$ cat src/rtl/smrc_defs.svh
// Constants for the sleep mode and reset controller
`ifndef SMRC_DEFS_SVH
`define SMRC_DEFS_SVH
`define SMRC_PORT_W 8
`define SMRC_NPORT 4
`define SMRC_MODE_W 3
`define SMRC_MODE_IDLE 3'h0
`define SMRC_MODE_ADCNR 3'h1
`define SMRC_MODE_PDOWN 3'h2
`define SMRC_MODE_PSAVE 3'h3
`define SMRC_MODE_STBY 3'h6
`define SMRC_MODE_XSTBY 3'h7
`define SMRC_RST_MIN_NS 1500
`define SMRC_CLK_NS 20
`define SMRC_RST_CYC ((`SMRC_RST_MIN_NS + `SMRC_CLK_NS - 1) / `SMRC_CLK_NS)
`define SMRC_CNT_W 7
`define SMRC_TDO_SHIFT_DR 4'h4
`define SMRC_TDO_SHIFT_IR 4'hB
`define SMRC_JTAG_PORT 2
`define SMRC_TDI_BIT 5
`define SMRC_TMS_BIT 3
`define SMRC_TCK_BIT 2
`endif

$ cat src/rtl/smrc_pkg.sv
// Types for the sleep mode and reset controller
package smrc_pkg;
  typedef enum logic [1:0] {SMRC_RUN, SMRC_SLEEP, SMRC_WAKE} smrc_state_t;
  // Clock and module gate enables, one bit each
  typedef struct packed {
    logic cpu;
    logic osc;
    logic atimer;
    logic adc;
    logic io;
  } smrc_gate_t;
  // Wake sources presented to the sequencer
  typedef struct packed {
    logic ext_int;
    logic atimer_int;
    logic adc_int;
    logic io_int;
  } smrc_wake_t;
endpackage

$ cat src/rtl/smrc_port_ctl.sv
// One 8-bit port pin control with reset tri-state and pull-ups
`timescale 1ns/1ps
`include "smrc_defs.svh"
module smrc_port_ctl
  import smrc_pkg::*;
(
  input wire logic core_clk, // System clock
  input wire logic reset, // Any reset source, async
  input wire logic [`SMRC_PORT_W-1:0] dir, // 1 = drive pin
  input wire logic [`SMRC_PORT_W-1:0] data, // Output data
  input wire logic [`SMRC_PORT_W-1:0] force_pu, // Pull-up kept in reset
  output logic [`SMRC_PORT_W-1:0] pin_o, // Pin output value
  output logic [`SMRC_PORT_W-1:0] pin_oe_n, // Low while driving
  output logic [`SMRC_PORT_W-1:0] pu_en // Pull-up enable
);
  logic [`SMRC_PORT_W-1:0] pu_req;
  logic [`SMRC_PORT_W-1:0] pu_next;

  // Pull-up per bit when input and data bit set
  assign pu_req = ~dir & data;
  // Forced pull-ups survive reset, software ones drop
  assign pu_next = force_pu | (reset ? '0 : pu_req);

  // Tri-state asynchronously on reset
  always_ff @(posedge core_clk or posedge reset) begin
    if (reset) begin
      pin_o <= '0;
      pin_oe_n <= '1;
    end else begin
      pin_o <= data;
      pin_oe_n <= ~dir;
    end
  end

  // Pull-ups have no async clear so forced ones stay on
  always_ff @(posedge core_clk) begin
    pu_en <= pu_next;
  end
endmodule

$ cat src/rtl/smrc_top.sv
// Sleep mode sequencer, reset pin filter and pin reset control
// Behaviour
// - Six selectable sleep modes gate clocks
// - Idle stops core, peripherals keep running
// - Power-down freezes oscillator, external wake only
// - Power-save keeps asynchronous timer running
// - Noise reduction keeps timer and converter
// - Standby keeps oscillator running, rest sleeps
// - Extended standby keeps oscillator and timer
// - Reset pin low past minimum resets
// - Reset tri-states all port pins asynchronously
// - JTAG pull-ups stay active during reset
// - TDO tri-stated except in shift states
// - Per-bit pull-up enable on each port
`timescale 1ns/1ps
`include "smrc_defs.svh"
module smrc_top
  import smrc_pkg::*;
(
  input wire logic core_clk, // 50 MHz system clock
  input wire logic reset, // Power-on reset, async high
  input wire logic ext_rst_n, // External reset pin
  input wire logic sleep_en, // Sleep enable control
  input wire logic sleep_instr, // Sleep instruction pulse
  input wire logic [`SMRC_MODE_W-1:0] sleep_mode, // Selected mode
  input wire smrc_wake_t wake, // Wake sources
  input wire logic jtag_en, // JTAG interface enabled
  input wire logic [3:0] tap_state, // TAP controller state
  input wire logic tap_tdo, // TDO data from TAP
  input wire logic [`SMRC_NPORT*`SMRC_PORT_W-1:0] port_dir, // Direction bits
  input wire logic [`SMRC_NPORT*`SMRC_PORT_W-1:0] port_data, // Data bits
  output smrc_gate_t gate_q, // Clock and module enables
  output smrc_state_t state_q, // Sequencer state
  output logic sys_rst_q, // Internal reset to device
  output logic tdo_o_q, // TDO pin value
  output logic tdo_oe_n_q, // TDO enable, low drives
  output logic [`SMRC_NPORT*`SMRC_PORT_W-1:0] pin_o, // Pin values
  output logic [`SMRC_NPORT*`SMRC_PORT_W-1:0] pin_oe_n, // Low drives
  output logic [`SMRC_NPORT*`SMRC_PORT_W-1:0] pu_en // Pull-ups
);
  localparam int unsigned RST_CYC = `SMRC_RST_CYC;
  localparam logic [`SMRC_CNT_W-1:0] RST_CNT = RST_CYC[`SMRC_CNT_W-1:0];

  logic ext_s1_q;
  logic ext_s2_q;
  logic [`SMRC_CNT_W-1:0] rst_cnt_q;
  logic [`SMRC_CNT_W-1:0] rst_cnt_d;
  logic ext_rst_q;
  logic any_rst;
  smrc_state_t state_d;
  smrc_gate_t gate_d;
  smrc_gate_t sleep_gate;
  logic [`SMRC_MODE_W-1:0] mode_q;
  logic wake_ok;
  logic go_sleep;
  logic enter;
  smrc_gate_t entry_gate;
  logic tdo_shift;
  logic [`SMRC_NPORT*`SMRC_PORT_W-1:0] jtag_pu;

  // Reset pin synchroniser
  always_ff @(posedge core_clk or posedge reset) begin
    if (reset) begin
      ext_s1_q <= 1'b1;
      ext_s2_q <= 1'b1;
    end else begin
      ext_s1_q <= ext_rst_n;
      ext_s2_q <= ext_s1_q;
    end
  end

  // Low time counter on the reset pin
  assign rst_cnt_d = ext_s2_q ? '0 :
                     (rst_cnt_q == RST_CNT) ? rst_cnt_q : rst_cnt_q + 1'b1;

  always_ff @(posedge core_clk or posedge reset) begin
    if (reset) begin
      rst_cnt_q <= '0;
      ext_rst_q <= 1'b0;
    end else begin
      rst_cnt_q <= rst_cnt_d;
      ext_rst_q <= (rst_cnt_d == RST_CNT);
    end
  end

  // Pin low also resets without a clock once past the filter
  assign any_rst = reset | ext_rst_q;

  always_ff @(posedge core_clk or posedge any_rst) begin
    if (any_rst) begin
      sys_rst_q <= 1'b1;
    end else begin
      sys_rst_q <= 1'b0;
    end
  end

  // Running enables per sleep mode: cpu osc atimer adc io
  always_comb begin
    unique case (mode_q)
      `SMRC_MODE_IDLE: sleep_gate = '{cpu: 1'b0, osc: 1'b1, atimer: 1'b1,
                                     adc: 1'b1, io: 1'b1};
      `SMRC_MODE_ADCNR: sleep_gate = '{cpu: 1'b0, osc: 1'b1, atimer: 1'b1,
                                      adc: 1'b1, io: 1'b0};
      `SMRC_MODE_PDOWN: sleep_gate = '{cpu: 1'b0, osc: 1'b0, atimer: 1'b0,
                                      adc: 1'b0, io: 1'b0};
      `SMRC_MODE_PSAVE: sleep_gate = '{cpu: 1'b0, osc: 1'b0, atimer: 1'b1,
                                      adc: 1'b0, io: 1'b0};
      `SMRC_MODE_STBY: sleep_gate = '{cpu: 1'b0, osc: 1'b1, atimer: 1'b0,
                                     adc: 1'b0, io: 1'b0};
      `SMRC_MODE_XSTBY: sleep_gate = '{cpu: 1'b0, osc: 1'b1, atimer: 1'b1,
                                      adc: 1'b0, io: 1'b0};
      default: sleep_gate = '1; // Reserved codes keep every enable on
    endcase
  end

  // Wake sources each mode allows
  always_comb begin
    unique case (mode_q)
      `SMRC_MODE_IDLE: wake_ok = |wake;
      `SMRC_MODE_ADCNR: wake_ok = wake.ext_int | wake.atimer_int | wake.adc_int;
      `SMRC_MODE_PSAVE, `SMRC_MODE_XSTBY: wake_ok = wake.ext_int | wake.atimer_int;
      `SMRC_MODE_PDOWN, `SMRC_MODE_STBY: wake_ok = wake.ext_int;
      default: wake_ok = 1'b1;
    endcase
  end

  // Sleep only with enable and instruction together
  assign go_sleep = sleep_en & sleep_instr;

  // Sleep request taken on this edge, with the pattern it enters
  assign enter = (state_q == SMRC_RUN) & go_sleep;
  assign entry_gate = sleep_gate_of(sleep_mode);

  // Sequencer next state and gates
  always_comb begin
    state_d = state_q;
    gate_d = '1;
    unique case (state_q)
      SMRC_RUN: begin
        if (go_sleep) begin
          state_d = SMRC_SLEEP;
        end
      end
      SMRC_SLEEP: begin
        gate_d = sleep_gate;
        if (wake_ok) begin
          state_d = SMRC_WAKE;
          gate_d = '1;
        end
      end
      SMRC_WAKE: begin
        state_d = SMRC_RUN;
      end
    endcase
  end

  // Mode captured at sleep entry, state and gates registered
  always_ff @(posedge core_clk or posedge any_rst) begin
    if (any_rst) begin
      state_q <= SMRC_RUN;
      gate_q <= '1;
      mode_q <= `SMRC_MODE_IDLE;
    end else begin
      state_q <= state_d;
      gate_q <= enter ? entry_gate : gate_d;
      mode_q <= enter ? sleep_mode : mode_q;
    end
  end

  // Gate pattern lookup for the mode being entered
  function automatic smrc_gate_t sleep_gate_of(input logic [`SMRC_MODE_W-1:0] m);
    smrc_gate_t g;
    g = '1;
    g.cpu = 1'b0;
    unique case (m)
      `SMRC_MODE_IDLE: g = '{1'b0, 1'b1, 1'b1, 1'b1, 1'b1};
      `SMRC_MODE_ADCNR: g = '{1'b0, 1'b1, 1'b1, 1'b1, 1'b0};
      `SMRC_MODE_PDOWN: g = '{1'b0, 1'b0, 1'b0, 1'b0, 1'b0};
      `SMRC_MODE_PSAVE: g = '{1'b0, 1'b0, 1'b1, 1'b0, 1'b0};
      `SMRC_MODE_STBY: g = '{1'b0, 1'b1, 1'b0, 1'b0, 1'b0};
      `SMRC_MODE_XSTBY: g = '{1'b0, 1'b1, 1'b1, 1'b0, 1'b0};
      default: g = '1;
    endcase
    return g;
  endfunction

  // TDO drives only in shift states
  assign tdo_shift = jtag_en & ((tap_state == `SMRC_TDO_SHIFT_DR) |
                                (tap_state == `SMRC_TDO_SHIFT_IR));

  always_ff @(posedge core_clk or posedge any_rst) begin
    if (any_rst) begin
      tdo_o_q <= 1'b0;
      tdo_oe_n_q <= 1'b1;
    end else begin
      tdo_o_q <= tap_tdo;
      tdo_oe_n_q <= ~tdo_shift;
    end
  end

  // JTAG pull-ups on TDI, TMS, TCK of the third port
  always_comb begin
    jtag_pu = '0;
    jtag_pu[`SMRC_JTAG_PORT*`SMRC_PORT_W+`SMRC_TDI_BIT] = jtag_en;
    jtag_pu[`SMRC_JTAG_PORT*`SMRC_PORT_W+`SMRC_TMS_BIT] = jtag_en;
    jtag_pu[`SMRC_JTAG_PORT*`SMRC_PORT_W+`SMRC_TCK_BIT] = jtag_en;
  end

  // One pin controller per port
  for (genvar p = 0; p < `SMRC_NPORT; p++) begin : g_port
    smrc_port_ctl u_port (
      .core_clk(core_clk),
      .reset(any_rst),
      .dir(port_dir[p*`SMRC_PORT_W +: `SMRC_PORT_W]),
      .data(port_data[p*`SMRC_PORT_W +: `SMRC_PORT_W]),
      .force_pu(jtag_pu[p*`SMRC_PORT_W +: `SMRC_PORT_W]),
      .pin_o(pin_o[p*`SMRC_PORT_W +: `SMRC_PORT_W]),
      .pin_oe_n(pin_oe_n[p*`SMRC_PORT_W +: `SMRC_PORT_W]),
      .pu_en(pu_en[p*`SMRC_PORT_W +: `SMRC_PORT_W])
    );
  end
endmodule

$ cat config.mk
export PLATFORM = sky130hd
export DESIGN_NAME = smrc_top
export DESIGN_NICKNAME = d
export VERILOG_FILES = /design/src/rtl/smrc_pkg.sv /design/src/rtl/smrc_port_ctl.sv /design/src/rtl/smrc_top.sv
export VERILOG_INCLUDE_DIRS = /design/src /design/src/rtl
export SDC_FILE = /design/constraint.sdc
export NUM_CORES = 1
export LEC_CHECK = 0
export BUFFER_PORTS_ARGS = -buffer_cell sky130_fd_sc_hd__clkbuf_2
export CORE_ASPECT_RATIO = 0.7
export CORE_MARGIN = 2
export CORE_UTILIZATION = 35
export CTS_CLUSTER_DIAMETER = 100
export DETAILED_ROUTE_END_ITERATION = 6
export GPL_TIMING_DRIVEN = 0
export PLACE_DENSITY = 0.62
export SLEW_MARGIN = 20
export SYNTH_ARGS = -nofsm -noshare
export SYNTH_HDL_FRONTEND = slang
export SYNTH_HIERARCHICAL = 1
export SYNTH_SLANG_ARGS = --single-unit
$ cat constraint.sdc
create_clock -name core_clk -period 2.1 [get_ports core_clk]
set_clock_uncertainty 0.15 [all_clocks]
set_input_delay 0.42 -clock core_clk [delete_from_list [all_inputs] [get_ports core_clk]]
set_output_delay 0.42 -clock core_clk [all_outputs]
set_load 0.01 [all_outputs]
==> flow_summary.yaml, run 1 <==
outcome:
  run_status: "completed"
floorplan:
  design.core.area_um2: 10400
  io_pins: 188
  dieArea_um2: 11610
  initial_core_util_pct: 36.19
  die_h_um: 90.75
  rows: 31
  die_w_um: 127.9
global_route:
  grt_max_degree: 25
  grt_pass1_wl_um: 15830
  grt_pass1_vias: 3355
  grt_overflow_total: 0
  antenna_found_initial: 0
  grtUsageTotal_pct: 17.93
drt:
  route.detailed.drc: 0
  final_antenna_net_count: 0
  avgRoutedWirePerCell_um: 13.73
  vias: 3106
  first_iter_violations: 149
  routed_wl_um: 9829
  drtPass1Iterations: 4
  viasPerCell: 4.338
worst_setup_path:
  worstSetupPathType: "reg -> reg"
  cp.arrival_ns: 2.10
  startpoint_type: "flip-flop"
  cp-end-kind: "flip-flop"
  path_max_fanout: 6
  reg2reg_depth: 6
  cp.required_ns: 2.26
clock_network:
  cts-root-buf: "clkbuf_16"
  clkTransAtPathRegs_ns: 0.05
  insertion_delay_ns: 0.40
  cts_tree: "built"
  cts_setup_buffers: 0
  numClockSinks: 119
  clock_tree.buffer_depth: 2
  h-tree-depth: 4
  cts_inserted_buffers: 17
place:
  placed_area_um2: 4975
  gp_congestion: 0.8085
  dp_hpwl_um: 6502
  portBuffers: 187
timing:
  min_period_over_period_pct: 92.67
  fmax_mhz: 513.9
  slew_viol_final: 0
  final_hold_viol_count: 0
  setup_violations: 0
  rsz0062_at_grt: "no"
  period_needed_ns: 1.946
layout:
  n_fill_cell: 831
  post-route-util_pct: 60.41
  final_cell_mix: "clkbuf_2 (187), dlygate4sd3_1 (69), dfrtp_1 (46), inv_1 (41), dfstp_2 (41)"
  finalInstanceArea_um2: 6280
  synthToLayoutAreaGrowth_pct: 66.91
  drive_above_1_share_pct: 45.89
  n_antenna_cell: 0
  fin_nets: 656
  final_common_cell: "clkbuf_2"
job:
  cap_violations: 0
synthesis:
  synth.cell_area_um2: 3762
  ys_warn_count: 6
  synth.distinct_cells: 34
  ys_seq_area_share_pct: 76.26
  ys_top_cells_by_area: "dfrtp_1 (31%), dfstp_2 (29%), dfxtp_1 (17%), a31o_1 (7.4%), inv_1 (4.1%)"
  async_reset_ff_share_pct: 73.11
  postSynthCellCount: 267
  synth_seq_cells: 119
  yosysTopAreaCellShare_pct: 30.60
  synth-edff-count: 0
  synth_ff_type: "dfrtp_1"
  synth_largest_area_cell: "dfrtp_1"
  syn_avg_cell_area_um2: 14.09
power_and_ir_drop:
  vdd_drop_max_mv: 0.5666
  power_leakage_nw: 3.171
  p_per_area_nw_per_um2: 1002
worst_hold_path:
  hp-class: "in -> async"
[path summary, 6_finish.rpt]
path	from	end	slack, ns
worst max-delay path	rst_cnt_q[0]	ext_rst_q	0.15
worst min-delay path	reset	gate_q[0]	0.10
worst max register to register	rst_cnt_q[0]	ext_rst_q	0.15
worst min register to register	ext_s1_q	ext_s2_q	0.21
max in group asynchronous	ext_rst_q	state_q[1]	0.60
min in group core_clk	sleep_mode[1]	gate_q[2]	0.11
[synthesized netlist by cell type, drive strengths merged (2+ instances only)]
cell type  instances
dfxtp             32
nand2              9
dfstp             41
xor2               2
a21boi             2
xnor2              4
nor2              10
nor2b              2
nor3               3
or3                3
mux2i              2
o21ai              5
a21oi              6
a31o              32
inv               45
nor4b              2
dfrtp             46
ha                 3
a31oi              2
nand3              4
[logic make-up after synthesis]
group | Yosys count | synth area share (%)
other cells | 1 | 0.09967
xor+xnor | 6 | 1.397
simple gates | 37 | 5.122
compound gates | 52 | 10.87
mux | 2 | 0.5321
buf+inv | 47 | 4.722
fa+ha+maj | 3 | 0.9978
flops | 119 | 76.26
[through the flow]
step / std cells / TNS (ns) / worst slack [ns] / total power [mW] / hold WS, ns
final: 716 / 0 / 0.1540 / 6.294 / 0.1018
after detailed placement: 615 / -7.279 / -0.2453 / 3.313 / 0.1972
after CTS: 716 / 0 / 0.1506 / 6.359 / 0.07561
after global placement: 615 / -37.61 / -0.6594 / 3.294 / 0.1959
after floorplan: 296 / 0 / 0.06367 / 2.991 / 0.1087
after global routing: 716 / 0 / 0.05353 / 6.572 / 0.09375
[where the power goes]
part | internal (mW) | total [mW] | switching, mW
Combinational | 0.379 | 0.774 | 0.396
Clock | 1.86 | 2.92 | 1.06
Sequential | 2.51 | 2.60 | 0.0961
Total | 4.75 | 6.29 | 1.55
[layer usage]
metal | GRT usage [%] | vias to the layer above | part of all wire, %
met5 | 0 | - | 0
met4 | 8.608 | 0 | 2.8
met3 | 7.761 | 25 | 8.9
met2 | 30.04 | 139 | 50
met1 | 19.52 | 1474 | 38
li1 | - | 1468 | -
[cell type report]
type | instances | area, um^2 | share of cell area, %
Buffer | 2 | 8.758 | 0.1395
Clock buffer | 20 | 466.7 | 7.432
Clock inverter | 12 | 142.6 | 2.271
Inverter | 45 | 168.9 | 2.690
Multi-Input combinational cell | 130 | 832.0 | 13.25
Sequential cell | 119 | 2869 | 45.69
Tap cell | 132 | 165.2 | 2.630
Timing Repair Buffer | 256 | 1627 | 25.90
[critical path, stage by stage (launching register included)]
cell	delay [ns]
dfrtp_1	0.46
ha_1	0.29
nand4b_1	0.11
or3_1	0.31
buf_2	0.16
o32a_1	0.19
nor4b_2	0.20
[flip-flops by register name (all words and copies together), names as in the netlist]
register	count
g_port.u_port/pin_o	32
g_port.u_port/pin_oe_n	32
g_port.u_port/pu_en	32
rst_cnt_q	7
gate_q	5
mode_q	3
state_q	2
ext_rst_q	1
ext_s1_q	1
ext_s2_q	1
sys_rst_q	1
tdo_o_q	1
tdo_oe_n_q	1
[timing repair]
action                                  4_1_cts  5_1_grt
endpoints found under the hold margin        80        0
gates resized for setup                       1        0
endpoints found under the setup margin       32        0
hold buffers                                 69        0
No activity file was read; power rests on OpenSTA's default activity.
==> run 2: changes to the inputs <==
SYNTH_HIERARCHICAL = default   (was 1)
==> run 2 against run 1 <==
Net effect: power fell by 1.2%; sequential power hardly changed; clock-buffer cell count fell by 1; global-route usage down 0.65 points; routed wire length is 2.6% lower; largest power group unchanged.
==> flow_summary.yaml, run 2 <==
floorplan:
  die_h_um: 90.89
  rows: 31
  design.core.area_um2: 10430
  io_pins: 188
  initial_core_util_pct: 36.18
  dieArea_um2: 11650
  die_w_um: 128.1
drt:
  avgRoutedWirePerCell_um: 13.93
  final_antenna_net_count: 0
  routed_wl_um: 9571
  vias: 3041
  viasPerCell: 4.426
  first_iter_violations: 158
  drtPass1Iterations: 4
  route.detailed.drc: 0
worst_setup_path:
  r2r_slack_ns: 0.19
  path_cells: "ha_1 -> nor2b_2 -> or4b_4 -> a311oi_2"
  startpoint_type: "flip-flop"
  reg2reg_depth: 4
  cp-end-kind: "flip-flop"
  r2r-end: "ext_rst_q"
  cp.arrival_ns: 2.07
  reg2reg_from: "rst_cnt_q[0]"
  path_max_fanout: 7
  cp.required_ns: 2.25
  worstSetupPathType: "reg -> reg"
  cp_top_family: "simple AND/OR/NAND/NOR gates"
  cp.buffers_inverters: 0
  slowest_delay_ns: 0.47
  critical_path.slowest_cell: "or4b_4"
layout:
  final_common_cell: "clkbuf_2"
  synthToLayoutAreaGrowth_pct: 63.04
  fin_nets: 627
  drive_above_1_share_pct: 49.19
  n_fill_cell: 831
  n_antenna_cell: 0
  post-route-util_pct: 58.99
  fin_cells: 687
  final_cell_mix: "clkbuf_2 (187), dlygate4sd3_1 (67), dfrtp_1 (46), dfstp_2 (41), inv_1 (38)"
  reg.largest.list: "g_port.u_port.pin_o x32, g_port.u_port.pin_oe_n x32, g_port.u_port.pu_en x32"
  finalInstanceArea_um2: 6155
synthesis:
  syn_nets: 354
  ys_top_cells_by_area: "dfrtp_1 (30%), dfstp_2 (29%), dfxtp_1 (17%), and3_1 (5.0%), inv_1 (3.8%)"
  synth_seq_cells: 119
  synth-edff-count: 0
  synthMuxAreaShare_pct: 1.127
  synth_ff_type: "dfrtp_1"
  synthXorXnorAreaFrac_pct: 0.9281
  async_reset_ff_share_pct: 73.11
  ys_seq_area_share_pct: 76.00
  synth-compound-area-share_pct: 4.972
  synthAdderAreaFrac_pct: 0.9944
  postSynthCellCount: 269
  synth-simple-area-share_pct: 11.17
  synth.cell_area_um2: 3775
  yosys-top-cells-count: "dfrtp_1 (46), dfstp_2 (41), inv_1 (38)"
  synth.distinct_cells: 48
  ys_warn_count: 0
  synth_largest_area_cell: "dfrtp_1"
  yosysTopAreaCellShare_pct: 30.49
  synth_top_family_by_area: "simple AND/OR/NAND/NOR gates"
  syn_avg_cell_area_um2: 14.03
  synthMostInstantiatedCell: "dfrtp_1"
timing:
  period_needed_ns: 1.915
  slew_headroom_pct: 56.63
  slew_viol_final: 0
  final_hold_viol_count: 0
  tns_ns: 0
  setup_violations: 0
  min_period_over_period_pct: 91.17
  worstMarginPinSlew_ns: 0.6505
  fmax_mhz: 522.3
  rsz0062_at_grt: "no"
outcome:
  run_status: "completed"
clock_network:
  cts-root-buf: "clkbuf_16"
  cts_inserted_buffers: 17
  clock_tree.buffer_depth: 2
  cts_tree: "built"
  h-tree-depth: 4
  insertion_delay_ns: 0.40
  numClockSinks: 119
  clkTransAtPathRegs_ns: 0.05
place:
  dp_hpwl_um: 6269
  portBuffers: 187
  gp_congestion: 0.7972
  dp.cells: 588
  placed_area_um2: 4880
worst_hold_path:
  hold_end: "tdo_oe_n_q"
  hold_depth: 2
  hp-class: "in -> reg"
  hold_start: "jtag_en"
global_route:
  met1_usage_pct: 21.39
  grt_overflow_total: 0
  antenna_found_initial: 0
  use_met3_pct: 5.924
  busiest_layer: "met2"
  grt_pass1_vias: 3124
  grt_pass1_wl_um: 15560
  grtUsageTotal_pct: 17.28
  grt_max_degree: 87
  grtUsageMet2_pct: 28.07
job:
  cap_violations: 0
power_and_ir_drop:
  power_leakage_nw: 3.146
  p_per_area_nw_per_um2: 1011
  vdd_drop_max_mv: 0.6429
run 2: cell count changes in the layout (fill, tap and decap cells not counted), sizes merged, moves of 3 or more:
cell,change
inv,-6
nand2b,+3
nor2,-6
a31o,-29
and3,+29
nand2,-5
nand4,+3
conb,-29
run 2: cells by family after synthesis:
family                     count (synthesis)
AOI/OAI and AO/OA                         27
xor gates and xnor gates                   4
adders and majority gates                  3
buffers and inverters                     45
DFF                                      119
muxes                                      4
other                                      1
and+or+nand+nor                           66
run 2: area by class of cell:
cell class              instances  area (um^2)  area share, %
plain buffers                   7        45.04         0.7319
clock buffers                  19        452.9          7.359
repair buffers                254         1607          26.10
multi-input cells             105        728.2          11.83
inverters                      38        142.6          2.318
clock inverters                13        145.1          2.358
well taps                     132        165.2          2.683
flip-flops and latches        119         2869          46.62
run 2: worst max-delay path by stage:
stage / start / end / slack, ns / cells after the start
3_5_place_dp: reset / g_port[3].u_port.pu_en[6] / -0.28 / 4
3_3_place_gp: reset / g_port[3].u_port.pu_en[6] / -0.27 / 4
6_report: rst_cnt_q[0] / ext_rst_q / 0.19 / 4
4_1_cts: rst_cnt_q[0] / ext_rst_q / 0.18 / 4
2_1_floorplan: reset / g_port[1].u_port.pu_en[0] / 0.25 / 3
5_1_grt: ext_rst_q / g_port[3].u_port.pu_en[6] / 0.07 / 3
run 2: metal layers:
layer | part of all wire [%] | routed length, um
met1 | 43 | 4151
met2 | 49 | 4663
met3 | 6.5 | 624
met4 | 1.4 | 131
met5 | 0 | 0
run 2: metrics by stage:
step	hold slack, ns	worst slack (ns)	total power [mW]
floorplan	0.1087	0.2525	2.974
global placement	0.1966	-0.2737	3.264
detailed placement	0.1987	-0.2767	3.285
CTS	0.07669	0.1777	6.280
global route	0.08859	0.06878	6.502
finish	0.09061	0.1853	6.220
run 2: power by group:
part | switching (mW) | internal, mW
Combinational | 0.386 | 0.378
Clock | 1.04 | 1.82
Sequential | 0.101 | 2.50
run 2: worst reg2reg max path, delay by kind of cell, from the launching register on:
family                   cells  cell delay, ns
adder cells (fa/ha/maj)      1            0.34
flip-flops                   1            0.46
AO/OA/AOI/OAI                1            0.26
AND/OR/NAND/NOR              2            0.62
run 2: what timing repair did:
action,CTS,global route
buffers inserted,0,0
hold buffers,67,0
endpoints found under the hold margin,74,0
endpoints found under the setup margin,9,0
resized for setup,1,0
